## src/hdl/dtc_defs.svh

```systemverilog
// Constants of the dual timer/counter: register indices, field positions,
// reset values and the prescaler ratio.
// Assumes inclusion by bare name from the design and bench files of this block.
`ifndef DTC_DEFS_SVH
`define DTC_DEFS_SVH

// Register indices; the APB byte address is four times the index.
`define DTC_IDX_RUN_CTRL   8'h88
`define DTC_IDX_MODE_CTRL  8'h89
`define DTC_IDX_T0_LOW     8'h8a
`define DTC_IDX_T1_LOW     8'h8b
`define DTC_IDX_T0_HIGH    8'h8c
`define DTC_IDX_T1_HIGH    8'h8d

// Field positions of timer_mode_control.
`define DTC_T1_GATE_BIT    7
`define DTC_T1_SRC_BIT     6
`define DTC_T1_MODE_HI     5
`define DTC_T1_MODE_LO     4
`define DTC_T0_GATE_BIT    3
`define DTC_T0_SRC_BIT     2
`define DTC_T0_MODE_HI     1
`define DTC_T0_MODE_LO     0

// Field positions of the run and flag register.
`define DTC_T1_FLAG_BIT    7
`define DTC_T1_RUN_BIT     6
`define DTC_T0_FLAG_BIT    5
`define DTC_T0_RUN_BIT     4

// Reset values.
`define DTC_RESET_BYTE     8'h00

// System clocks per timer tick of the divided-down clock.
`define DTC_PRESCALE_DIV   4'd12

`endif

```

## src/hdl/dtc_pkg.sv

```systemverilog
// Types shared by the dual timer/counter modules.
// Assumes nothing beyond a SystemVerilog compiler.
package dtc_pkg;

  // Counting modes selected by the two mode bits of each timer.
  typedef enum logic [1:0] {
    DTC_MODE_13BIT  = 2'b00,
    DTC_MODE_16BIT  = 2'b01,
    DTC_MODE_RELOAD = 2'b10,
    DTC_MODE_SPLIT  = 2'b11
  } dtc_mode_t;

endpackage

```

## src/hdl/dtc_ctl_if.sv

```systemverilog
// Carrier between the timer core and one count gating unit.
// Assumes both ends run on the same clock.
`timescale 1ns/1ps
`default_nettype none

interface dtc_ctl_if;
  logic gate;
  logic src;
  logic run;
  logic irq_pin;
  logic event_pin;
  logic tick;
  logic cnt_en;

  modport core (output gate, src, run, irq_pin, event_pin, tick,
                input  cnt_en);
  modport unit (input  gate, src, run, irq_pin, event_pin, tick,
                output cnt_en);
endinterface

`default_nettype wire

```

## src/hdl/dtc_count_gate.sv

```systemverilog
// Count enable of one timer: run, gate, source select and event edge.
// Assumes the event and gate pins are synchronous to clk.
`timescale 1ns/1ps
`default_nettype none

module dtc_count_gate (
  // Clock and reset.
  input  wire logic clk,
  input  wire logic arst_n,
  // Controls from the timer core.
  dtc_ctl_if.unit   ctl
);

  logic event_prev;
  wire  event_fall;
  wire  gate_open;
  wire  source_pulse;

  always_ff @(posedge clk or negedge arst_n) begin
    if (!arst_n) begin
      event_prev <= 1'b0;
    end else begin
      event_prev <= ctl.event_pin;
    end
  end

  // A falling edge is a high sample followed by a low one.
  assign event_fall   = event_prev & ~ctl.event_pin;
  // With the gate set the interrupt pin must also be high.
  assign gate_open    = ~ctl.gate | ctl.irq_pin;
  assign source_pulse = ctl.src ? event_fall : ctl.tick;
  assign ctl.cnt_en   = ctl.run & gate_open & source_pulse;

endmodule // dtc_count_gate

`default_nettype wire

```

## src/hdl/dtc_timer_core.sv

```systemverilog
// Dual 8-bit-paired timer/counter with mode control, reached over APB.
// Assumes an APB master on clk; pins are synchronous to clk.
//
// Our own choice: the APB interface to the registers.
`timescale 1ns/1ps
`default_nettype none

`include "dtc_defs.svh"

// Behaviour
// - Mode register bits 7..0: tmr1_gate_enable, source1, mode1 pair, tmr0_gate_enable, source0, mode0 pair.
// - Tmr1_gate_enable clear: timer 1 runs whenever its run bit is set; the code holds timer 1 while its mode code is 11.
// - Tmr1_gate_enable set: timer 1 runs only while interrupt 1 pin high and run set.
// - Source1 clear: timer 1 counts the divided-down system clock.
// - Source1 set: timer 1 counts falling edges on its event pin.
// - Mode code 01 joins high and low bytes into one 16-bit counter.
// - Mode code 10: low byte counts, reloads from high byte on overflow.
// - Timer 0 low and high bytes are read/write registers, zero at reset.
// - Timer 1 low and high bytes are read/write registers, zero at reset.
// - Overflow sets the timer flag; interrupt vectoring clears it. Timer 1's overflow sets no flag while timer 0 is in mode 11.
// - Each timer has a run bit that starts and stops it.
module dtc_timer_core (
  // Clock and reset.
  input  wire logic        clk,
  input  wire logic        arst_n,
  // APB slave.
  input  wire logic        psel,
  input  wire logic        penable,
  input  wire logic        pwrite,
  input  wire logic [11:0] paddr,
  input  wire logic [31:0] pwdata,
  output var  logic [31:0] prdata,
  output logic             pready,
  output logic             pslverr,
  // Gate and event pins.
  input  wire logic        ext_irq_a_pin,
  input  wire logic        ext_irq_b_pin,
  input  wire logic        first_event_pin,
  input  wire logic        second_event_pin,
  // Interrupt controller side.
  input  wire logic        tmr0_vector_ack,
  input  wire logic        tmr1_vector_ack,
  output var  logic        tmr0_overflow_flag,
  output var  logic        tmr1_overflow_flag
);

  // ****************************************************************
  // Step function
  // ****************************************************************

  // Returns {overflow, high, low} after one count in the given mode.
  function automatic logic [16:0] dtc_step(
    input dtc_pkg::dtc_mode_t mode,
    input logic [7:0]         high,
    input logic [7:0]         low
  );
    logic [13:0] wide13;
    logic [16:0] wide16;
    logic [8:0]  wide8;
    wide13 = {1'b0, high, low[4:0]} + 14'h0001;
    wide16 = {1'b0, high, low} + 17'h00001;
    wide8  = {1'b0, low} + 9'h001;
    case (mode)
      dtc_pkg::DTC_MODE_13BIT: begin
        dtc_step = {wide13[13], wide13[12:5], low[7:5], wide13[4:0]};
      end
      dtc_pkg::DTC_MODE_16BIT: begin
        dtc_step = wide16;
      end
      dtc_pkg::DTC_MODE_RELOAD: begin
        if (wide8[8]) begin
          dtc_step = {1'b1, high, high};
        end else begin
          dtc_step = {1'b0, high, wide8[7:0]};
        end
      end
      default: begin
        dtc_step = {wide8[8], high, wide8[7:0]};
      end
    endcase
  endfunction

  // ****************************************************************
  // Register storage
  // ****************************************************************

  logic [7:0] timer_mode_control;
  logic [7:0] timer0_count_low;
  logic [7:0] timer0_count_high;
  logic [7:0] timer1_count_low;
  logic [7:0] timer1_count_high;
  logic       tmr0_run;
  logic       tmr1_run;
  logic [3:0] prescale_cnt;

  // ****************************************************************
  // Mode fields
  // ****************************************************************

  wire                tmr1_gate_enable;
  wire                tmr1_source_select;
  wire                tmr1_mode_upper;
  wire                tmr1_mode_lower;
  wire                tmr0_gate_enable;
  wire                tmr0_source_select;
  wire                tmr0_mode_upper;
  wire                tmr0_mode_lower;
  dtc_pkg::dtc_mode_t t0_mode;
  dtc_pkg::dtc_mode_t t1_mode;

  assign tmr1_gate_enable   = timer_mode_control[`DTC_T1_GATE_BIT];
  assign tmr1_source_select = timer_mode_control[`DTC_T1_SRC_BIT];
  assign tmr1_mode_upper    = timer_mode_control[`DTC_T1_MODE_HI];
  assign tmr1_mode_lower    = timer_mode_control[`DTC_T1_MODE_LO];
  assign tmr0_gate_enable   = timer_mode_control[`DTC_T0_GATE_BIT];
  assign tmr0_source_select = timer_mode_control[`DTC_T0_SRC_BIT];
  assign tmr0_mode_upper    = timer_mode_control[`DTC_T0_MODE_HI];
  assign tmr0_mode_lower    = timer_mode_control[`DTC_T0_MODE_LO];
  assign t1_mode = dtc_pkg::dtc_mode_t'({tmr1_mode_upper, tmr1_mode_lower});
  assign t0_mode = dtc_pkg::dtc_mode_t'({tmr0_mode_upper, tmr0_mode_lower});

  // ****************************************************************
  // APB decode
  // ****************************************************************

  wire [7:0] reg_idx;
  wire       addr_ok;
  wire       hit_run;
  wire       hit_mode;
  wire       hit_t0_low;
  wire       hit_t1_low;
  wire       hit_t0_high;
  wire       hit_t1_high;
  wire       hit_any;
  wire       access;
  wire       wr_en;
  wire       setup;
  wire [7:0] wdata;
  wire [7:0] run_ctrl_view;
  wire [7:0] rd_byte;

  assign reg_idx     = paddr[9:2];
  assign addr_ok     = (paddr[11:10] == 2'h0) && (paddr[1:0] == 2'h0);
  assign hit_run     = addr_ok && (reg_idx == `DTC_IDX_RUN_CTRL);
  assign hit_mode    = addr_ok && (reg_idx == `DTC_IDX_MODE_CTRL);
  assign hit_t0_low  = addr_ok && (reg_idx == `DTC_IDX_T0_LOW);
  assign hit_t1_low  = addr_ok && (reg_idx == `DTC_IDX_T1_LOW);
  assign hit_t0_high = addr_ok && (reg_idx == `DTC_IDX_T0_HIGH);
  assign hit_t1_high = addr_ok && (reg_idx == `DTC_IDX_T1_HIGH);
  assign hit_any     = hit_run | hit_mode | hit_t0_low | hit_t1_low
                     | hit_t0_high | hit_t1_high;
  assign access      = psel & penable;
  assign setup       = psel & ~penable;
  assign wr_en       = access & pwrite & hit_any;
  assign wdata       = pwdata[7:0];

  // Zero wait states; an unmapped or misaligned address answers an error.
  assign pready  = 1'b1;
  assign pslverr = access & ~hit_any;

  assign run_ctrl_view = {tmr1_overflow_flag, tmr1_run,
                          tmr0_overflow_flag, tmr0_run, 4'h0};

  assign rd_byte = hit_run     ? run_ctrl_view      :
                   hit_mode    ? timer_mode_control :
                   hit_t0_low  ? timer0_count_low   :
                   hit_t0_high ? timer0_count_high  :
                   hit_t1_low  ? timer1_count_low   :
                   hit_t1_high ? timer1_count_high  :
                   8'h00;

  // Read data is captured in the setup cycle and stands during access.
  always_ff @(posedge clk or negedge arst_n) begin
    if (!arst_n) begin
      prdata <= 32'h0000_0000;
    end else if (setup && !pwrite) begin
      prdata <= {24'h00_0000, rd_byte};
    end
  end

  // ****************************************************************
  // Prescaler
  // ****************************************************************

  wire       tick;
  wire [3:0] next_prescale_cnt;

  assign tick              = (prescale_cnt == `DTC_PRESCALE_DIV - 4'd1);
  assign next_prescale_cnt = tick ? 4'h0 : prescale_cnt + 4'h1;

  always_ff @(posedge clk or negedge arst_n) begin
    if (!arst_n) begin
      prescale_cnt <= 4'h0;
    end else begin
      prescale_cnt <= next_prescale_cnt;
    end
  end

  // ****************************************************************
  // Count gating units
  // ****************************************************************

  dtc_ctl_if ctl0 ();
  dtc_ctl_if ctl1 ();

  assign ctl0.gate      = tmr0_gate_enable;
  assign ctl0.src       = tmr0_source_select;
  assign ctl0.run       = tmr0_run;
  assign ctl0.irq_pin   = ext_irq_a_pin;
  assign ctl0.event_pin = first_event_pin;
  assign ctl0.tick      = tick;

  assign ctl1.gate      = tmr1_gate_enable;
  assign ctl1.src       = tmr1_source_select;
  assign ctl1.run       = tmr1_run;
  assign ctl1.irq_pin   = ext_irq_b_pin;
  assign ctl1.event_pin = second_event_pin;
  assign ctl1.tick      = tick;

  dtc_count_gate u_tmr0_gate_enable (
    .clk    (clk),
    .arst_n (arst_n),
    .ctl    (ctl0.unit)
  );

  dtc_count_gate u_tmr1_gate_enable (
    .clk    (clk),
    .arst_n (arst_n),
    .ctl    (ctl1.unit)
  );

  // ****************************************************************
  // Count paths
  // ****************************************************************

  wire        t0_split;
  wire        t0_en;
  wire        t1_en;
  wire        th0_split_en;
  wire        th0_split_ovf;
  wire [16:0] step0;
  wire [16:0] step1;
  wire        ovf0;
  wire        ovf1;
  wire [7:0]  next_t0_low;
  wire [7:0]  next_t0_high;
  wire [7:0]  next_t1_low;
  wire [7:0]  next_t1_high;

  assign t0_split = (t0_mode == dtc_pkg::DTC_MODE_SPLIT);
  assign t0_en    = ctl0.cnt_en;
  // Timer 1 in mode 11 holds its count.
  assign t1_en    = ctl1.cnt_en && (t1_mode != dtc_pkg::DTC_MODE_SPLIT);

  assign step0 = dtc_step(t0_mode, timer0_count_high, timer0_count_low);
  assign step1 = dtc_step(t1_mode, timer1_count_high, timer1_count_low);

  // The split high byte is an 8-bit timer run by timer 1's run bit.
  assign th0_split_en  = t0_split & tmr1_run & tick;
  assign th0_split_ovf = th0_split_en && (timer0_count_high == 8'hff);

  assign ovf0 = t0_en & step0[16];
  // While timer 0 is split, timer 1 keeps counting without a flag.
  assign ovf1 = (t1_en & step1[16] & ~t0_split) | th0_split_ovf;

  // A software write to a count byte wins over the count in that cycle.
  assign next_t0_low  = (wr_en && hit_t0_low)  ? wdata :
                        t0_en ? step0[7:0] : timer0_count_low;
  assign next_t0_high = (wr_en && hit_t0_high) ? wdata :
                        th0_split_en ? timer0_count_high + 8'h01 :
                        t0_en ? step0[15:8] : timer0_count_high;
  assign next_t1_low  = (wr_en && hit_t1_low)  ? wdata :
                        t1_en ? step1[7:0] : timer1_count_low;
  assign next_t1_high = (wr_en && hit_t1_high) ? wdata :
                        t1_en ? step1[15:8] : timer1_count_high;

  always_ff @(posedge clk or negedge arst_n) begin
    if (!arst_n) begin
      timer0_count_low  <= `DTC_RESET_BYTE;
      timer0_count_high <= `DTC_RESET_BYTE;
      timer1_count_low  <= `DTC_RESET_BYTE;
      timer1_count_high <= `DTC_RESET_BYTE;
    end else begin
      timer0_count_low  <= next_t0_low;
      timer0_count_high <= next_t0_high;
      timer1_count_low  <= next_t1_low;
      timer1_count_high <= next_t1_high;
    end
  end

  // ****************************************************************
  // Mode, run bits and overflow flags
  // ****************************************************************

  wire wr_run;
  wire next_tmr0_run;
  wire next_tmr1_run;
  wire keep_flag0;
  wire keep_flag1;
  wire next_flag0;
  wire next_flag1;

  assign wr_run        = wr_en & hit_run;
  assign next_tmr0_run = wr_run ? wdata[`DTC_T0_RUN_BIT] : tmr0_run;
  assign next_tmr1_run = wr_run ? wdata[`DTC_T1_RUN_BIT] : tmr1_run;

  // Vectoring clears a flag, software may write it, an overflow sets it
  // and the set wins over either clear.
  assign keep_flag0 = wr_run ? wdata[`DTC_T0_FLAG_BIT]
                             : (tmr0_overflow_flag & ~tmr0_vector_ack);
  assign keep_flag1 = wr_run ? wdata[`DTC_T1_FLAG_BIT]
                             : (tmr1_overflow_flag & ~tmr1_vector_ack);
  assign next_flag0 = keep_flag0 | ovf0;
  assign next_flag1 = keep_flag1 | ovf1;

  always_ff @(posedge clk or negedge arst_n) begin
    if (!arst_n) begin
      timer_mode_control <= `DTC_RESET_BYTE;
      tmr0_run           <= 1'b0;
      tmr1_run           <= 1'b0;
      tmr0_overflow_flag <= 1'b0;
      tmr1_overflow_flag <= 1'b0;
    end else begin
      if (wr_en && hit_mode) begin
        timer_mode_control <= wdata;
      end
      tmr0_run           <= next_tmr0_run;
      tmr1_run           <= next_tmr1_run;
      tmr0_overflow_flag <= next_flag0;
      tmr1_overflow_flag <= next_flag1;
    end
  end

endmodule // dtc_timer_core

`default_nettype wire

```

## config.mk

```make
export PLATFORM = sky130hd
export DESIGN_NAME = dtc_timer_core
export DESIGN_NICKNAME = d
export VERILOG_FILES = /design/src/hdl/dtc_pkg.sv /design/src/hdl/dtc_ctl_if.sv /design/src/hdl/dtc_count_gate.sv /design/src/hdl/dtc_timer_core.sv
export VERILOG_INCLUDE_DIRS = /design/src /design/src/hdl
export SDC_FILE = /design/constraint.sdc
export NUM_CORES = 1
export LEC_CHECK = 0
export BUFFER_PORTS_ARGS = -buffer_cell sky130_fd_sc_hd__buf_2
export CAP_MARGIN = 20
export CORE_ASPECT_RATIO = 0.9
export CORE_MARGIN = 2
export CORE_UTILIZATION = 54
export DETAILED_ROUTE_END_ITERATION = 10
export GPL_ROUTABILITY_DRIVEN = 0
export PLACE_DENSITY = 0.82
export RECOVER_POWER = 100
export SKIP_CTS_REPAIR_TIMING = 1
export SYNTH_ARGS = -nofsm -noshare
export SYNTH_HDL_FRONTEND = slang
export SYNTH_SLANG_ARGS = --single-unit
```

## constraint.sdc

```tcl
create_clock -name clk -period 3.1 [get_ports clk]
set_input_delay 0.155 -clock clk [delete_from_list [all_inputs] [get_ports clk]]
set_output_delay 0.155 -clock clk [all_outputs]
set_load 0.01 [all_outputs]
```

==> reports/qor.txt <==
Die ar. -> 8800 µm²
Reg-to-Reg Start -> prescale_cnt[0]$_DFF_PN0_
Worst Hold Launch -> pwdata[0]
Cell Rows -> 31
Area contributors post-synth -> dfrtp_1 (33%), nand2_1 (5.9%), o21ai_0 (4.6%)
Initial Util -> 54.8%
status -> finished, violations left
failing checks -> capacitance limit, slew limit
max_cap viols -> 1
drt initial violations -> 510
Final Hold Viols -> 0
synthesized instance count -> 524
Root Buffer -> clkbuf_8
Via density -> 6.46
Final Non-Filler Cells -> 656
initial antenna violation count -> 0
RR Endpoint -> timer0_count_high[6]$_DFFE_PN0P_
post-DP HPWL -> 8.72 mm
clock-pin transition on the worst setup and hold timing paths -> 70 ps
Final min period -> 2660 ps
WHS -> 108 ps
CP endpoint kind -> flop
clock sinks -> 58
FF+latch count, synth -> 58
Leakage -> 1.92 nW
Reg2Reg Setup Slack -> 440 ps
Main synth FF type -> dfrtp_1
FFs w/ async S/R, synth -> 100%
Yosys cell types -> 65
first-pass GRT wire length -> 19.0 mm
endpoint of the worst hold path -> timer1_count_high[0]$_DFFE_PN0P_
Crit Path Class -> flop to flop
Pwr Density -> 344 nW/µm²
register area share after synthesis -> 33.3%
Clock Skew -> 7.20 ps
mapped cell area -> 4360 µm²
post-synth top area share -> 33.3%
Crit path top cell by count -> o21ai_0
relative slew slack -> -39.4%
Vias -> 4236
Avg Synthesized Cell Area -> 8.31 µm²
area grow syn2layout -> 6.84%
Final WS setup -> 441 ps
Fillers -> 706
ANT cells -> 0
vias in the first global route -> 3688
EDFF count, synth -> 0
placed cells -> 637
CTS Buf Count -> 9
nets -> 611
Setup Viol. Count Final -> 0
Clock Path Buffers -> 2
Chip Width -> 98.7 µm
largest net degree at the start of global routing -> 38
ANT nets after route -> 0
grt ovf -> 0
setup TNS -> 0 ps
HP Class -> input port to flop
pre-CTS worst setup slack -> 532 ps
Clock Latency Late Sink -> 350 ps
CP peak stage delay -> 410 ps
1st-pass router iterations -> 5
Ys Warns -> 0
VDD IR max -> 0.000185 V
cell taking the most area after synthesis -> dfrtp_1
Crit path required time -> 3330 ps
wire per inst -> 18.3 µm
core footprint -> 7950 µm²
fin. max-slew vios -> 38
crit-path max FO -> 7
CTS H-tree depth -> 3
Fmax -> 376 MHz
Die Span Y -> 89.2 µm
startpoint types -> flop
Data arrival, critical path -> 2890 ps
Worst-Margin Slew -> 2090 ps
CTS tree -> done
CP cell instances -> ha_1 -> and3b_1 -> nand4_1 -> o21ai_0 -> o21ai_0 -> and3_1 -> a221o_1
WL final -> 12.0 mm
fin crit share -> 85.8%
FF-to-FF path depth -> 7
drc violations -> 0
I/O Buffers -> 41
gr usage total -> 27.5%
share of cells above drive strength 1 -> 11.5%
WHS Path Cells -> 3
I/O pin count -> 91
RSZ-0062 raised after global routing -> no
CP max stage cell -> o21ai_0
## cells in the final DEF (no fill, tap or decap), drive strengths merged, types with 7 or more instances in the layout
| master | count |
|---|---|
| a21oi | 22 |
| a22o | 8 |
| a22oi | 8 |
| and3 | 7 |
| buf | 29 |
| clkbuf | 28 |
| conb | 25 |
| dfrtp | 58 |
| inv | 11 |
| mux2 | 15 |
| mux2i | 11 |
| nand2 | 68 |
| nand2b | 13 |
| nand3 | 19 |
| nor2 | 39 |
| nor3 | 18 |
| o21ai | 41 |
| o31ai | 8 |
| xnor2 | 10 |
## critical path: cells and delay by family, from the launching register on
family | cells | cell delay, ps
AND/OR/NAND/NOR | 3 | 900
flip-flops | 1 | 370
adder cells (fa/ha/maj) | 1 | 220
AO/OA/AOI/OAI | 3 | 1040
## synthesized netlist by cell type (4+ instances only)
library cell  number
nand2_1           68
dfrtp_1           58
o21ai_0           40
nor2_1            39
buf_4             26
a21oi_1           22
nand3_1           19
nor3_1            17
clkbuf_1          16
nand2b_1          13
buf_2             11
inv_1             11
mux2i_1           11
xnor2_1           10
a22o_1             8
a22oi_1            8
mux2_4             8
o31ai_1            8
and3_1             7
mux2_2             7
a221o_1            6
nor2b_1            6
o211ai_1           6
or2_2              6
and4_1             5
nor4_1             5
o2111ai_1          5
xor2_1             5
a211oi_1           4
ha_1               4
nor3b_1            4
o21a_1             4
## stage by stage
step / cell area (µm²) / total power [mW] / util [%]
floorplan: 4440 / 0.847 / -
global placement: 4480 / 0.880 / 56.3
detailed placement: 4480 / 0.882 / 56.3
CTS: 4680 / 1.60 / 58.9
global route: 4650 / 1.65 / 58.5
finish: 4650 / 1.60 / 58.5
## area by class of cell
class,count,area [µm²],share of cell area (%)
clock buffers,10,138,2.96
inverters,11,41.3,0.887
multi-input cells,422,2580,55.5
clock inverters,6,66.3,1.43
well taps,99,124,2.66
repair buffers,50,251,5.40
flip-flops and latches,58,1450,31.2
## flip-flops by register name (all words and copies together) (netlist names)
signal                         cells
u_tmr0_gate_enable.event_prev      1
u_tmr1_gate_enable.event_prev      1
prescale_cnt                       4
tmr0_overflow_flag                 1
ctl1.run                           1
timer0_count_high                  8
prdata                             8
ctl0.run                           1
timer1_count_high                  8
tmr1_overflow_flag                 1
timer1_count_low                   8
timer_mode_control                 8
timer0_count_low                   8
## per-layer routing
metal | track usage, % | share of wire, % | vias to the layer above
li1 | - | - | 1934
met1 | 37.1 | 41 | 1951
met2 | 44.0 | 44 | 304
met3 | 5.71 | 12 | 47
met4 | 10.7 | 3.8 | 0
met5 | 0 | 0 | -
## cells by family (layout without fill, tap and decap cells)
logic type | after synthesis | count (layout) | share of synthesized area [%]
compound gates | 142 | 142 | 22.0
xor+xnor | 15 | 15 | 3.02
fa+ha+maj | 4 | 4 | 1.15
buf+inv | 67 | 77 | 8.68
flops | 58 | 58 | 33.3
mux | 26 | 26 | 7.10
other cells | 2 | 25 | 0.172
simple gates | 210 | 210 | 24.5
## where the power goes
group / switching (mW) / total, mW / internal [mW]
Clock: 0.335 / 0.727 / 0.392
Combinational: 0.0783 / 0.111 / 0.0322
Sequential: 0.00223 / 0.761 / 0.759
Total: 0.416 / 1.60 / 1.18
## how the worst max path moves through the flow
stage,start,end,slack (ps),depth (start not counted)
after detailed placement,prescale_cnt[0]$_DFF_PN0_,timer0_count_high[6]$_DFFE_PN0P_,530,7
after global placement,prescale_cnt[0]$_DFF_PN0_,timer0_count_high[6]$_DFFE_PN0P_,570,7
final,prescale_cnt[0]$_DFF_PN0_,timer0_count_high[6]$_DFFE_PN0P_,440,7
after global routing,arst_n,prdata[3]$_DFFE_PN0P_,200,3
after CTS,prescale_cnt[0]$_DFF_PN0_,timer0_count_high[6]$_DFFE_PN0P_,500,7
after floorplan,prescale_cnt[0]$_DFF_PN0_,timer0_count_high[6]$_DFFE_PN0P_,1100,7
Note: power is estimated with default switching activity, not from simulation.
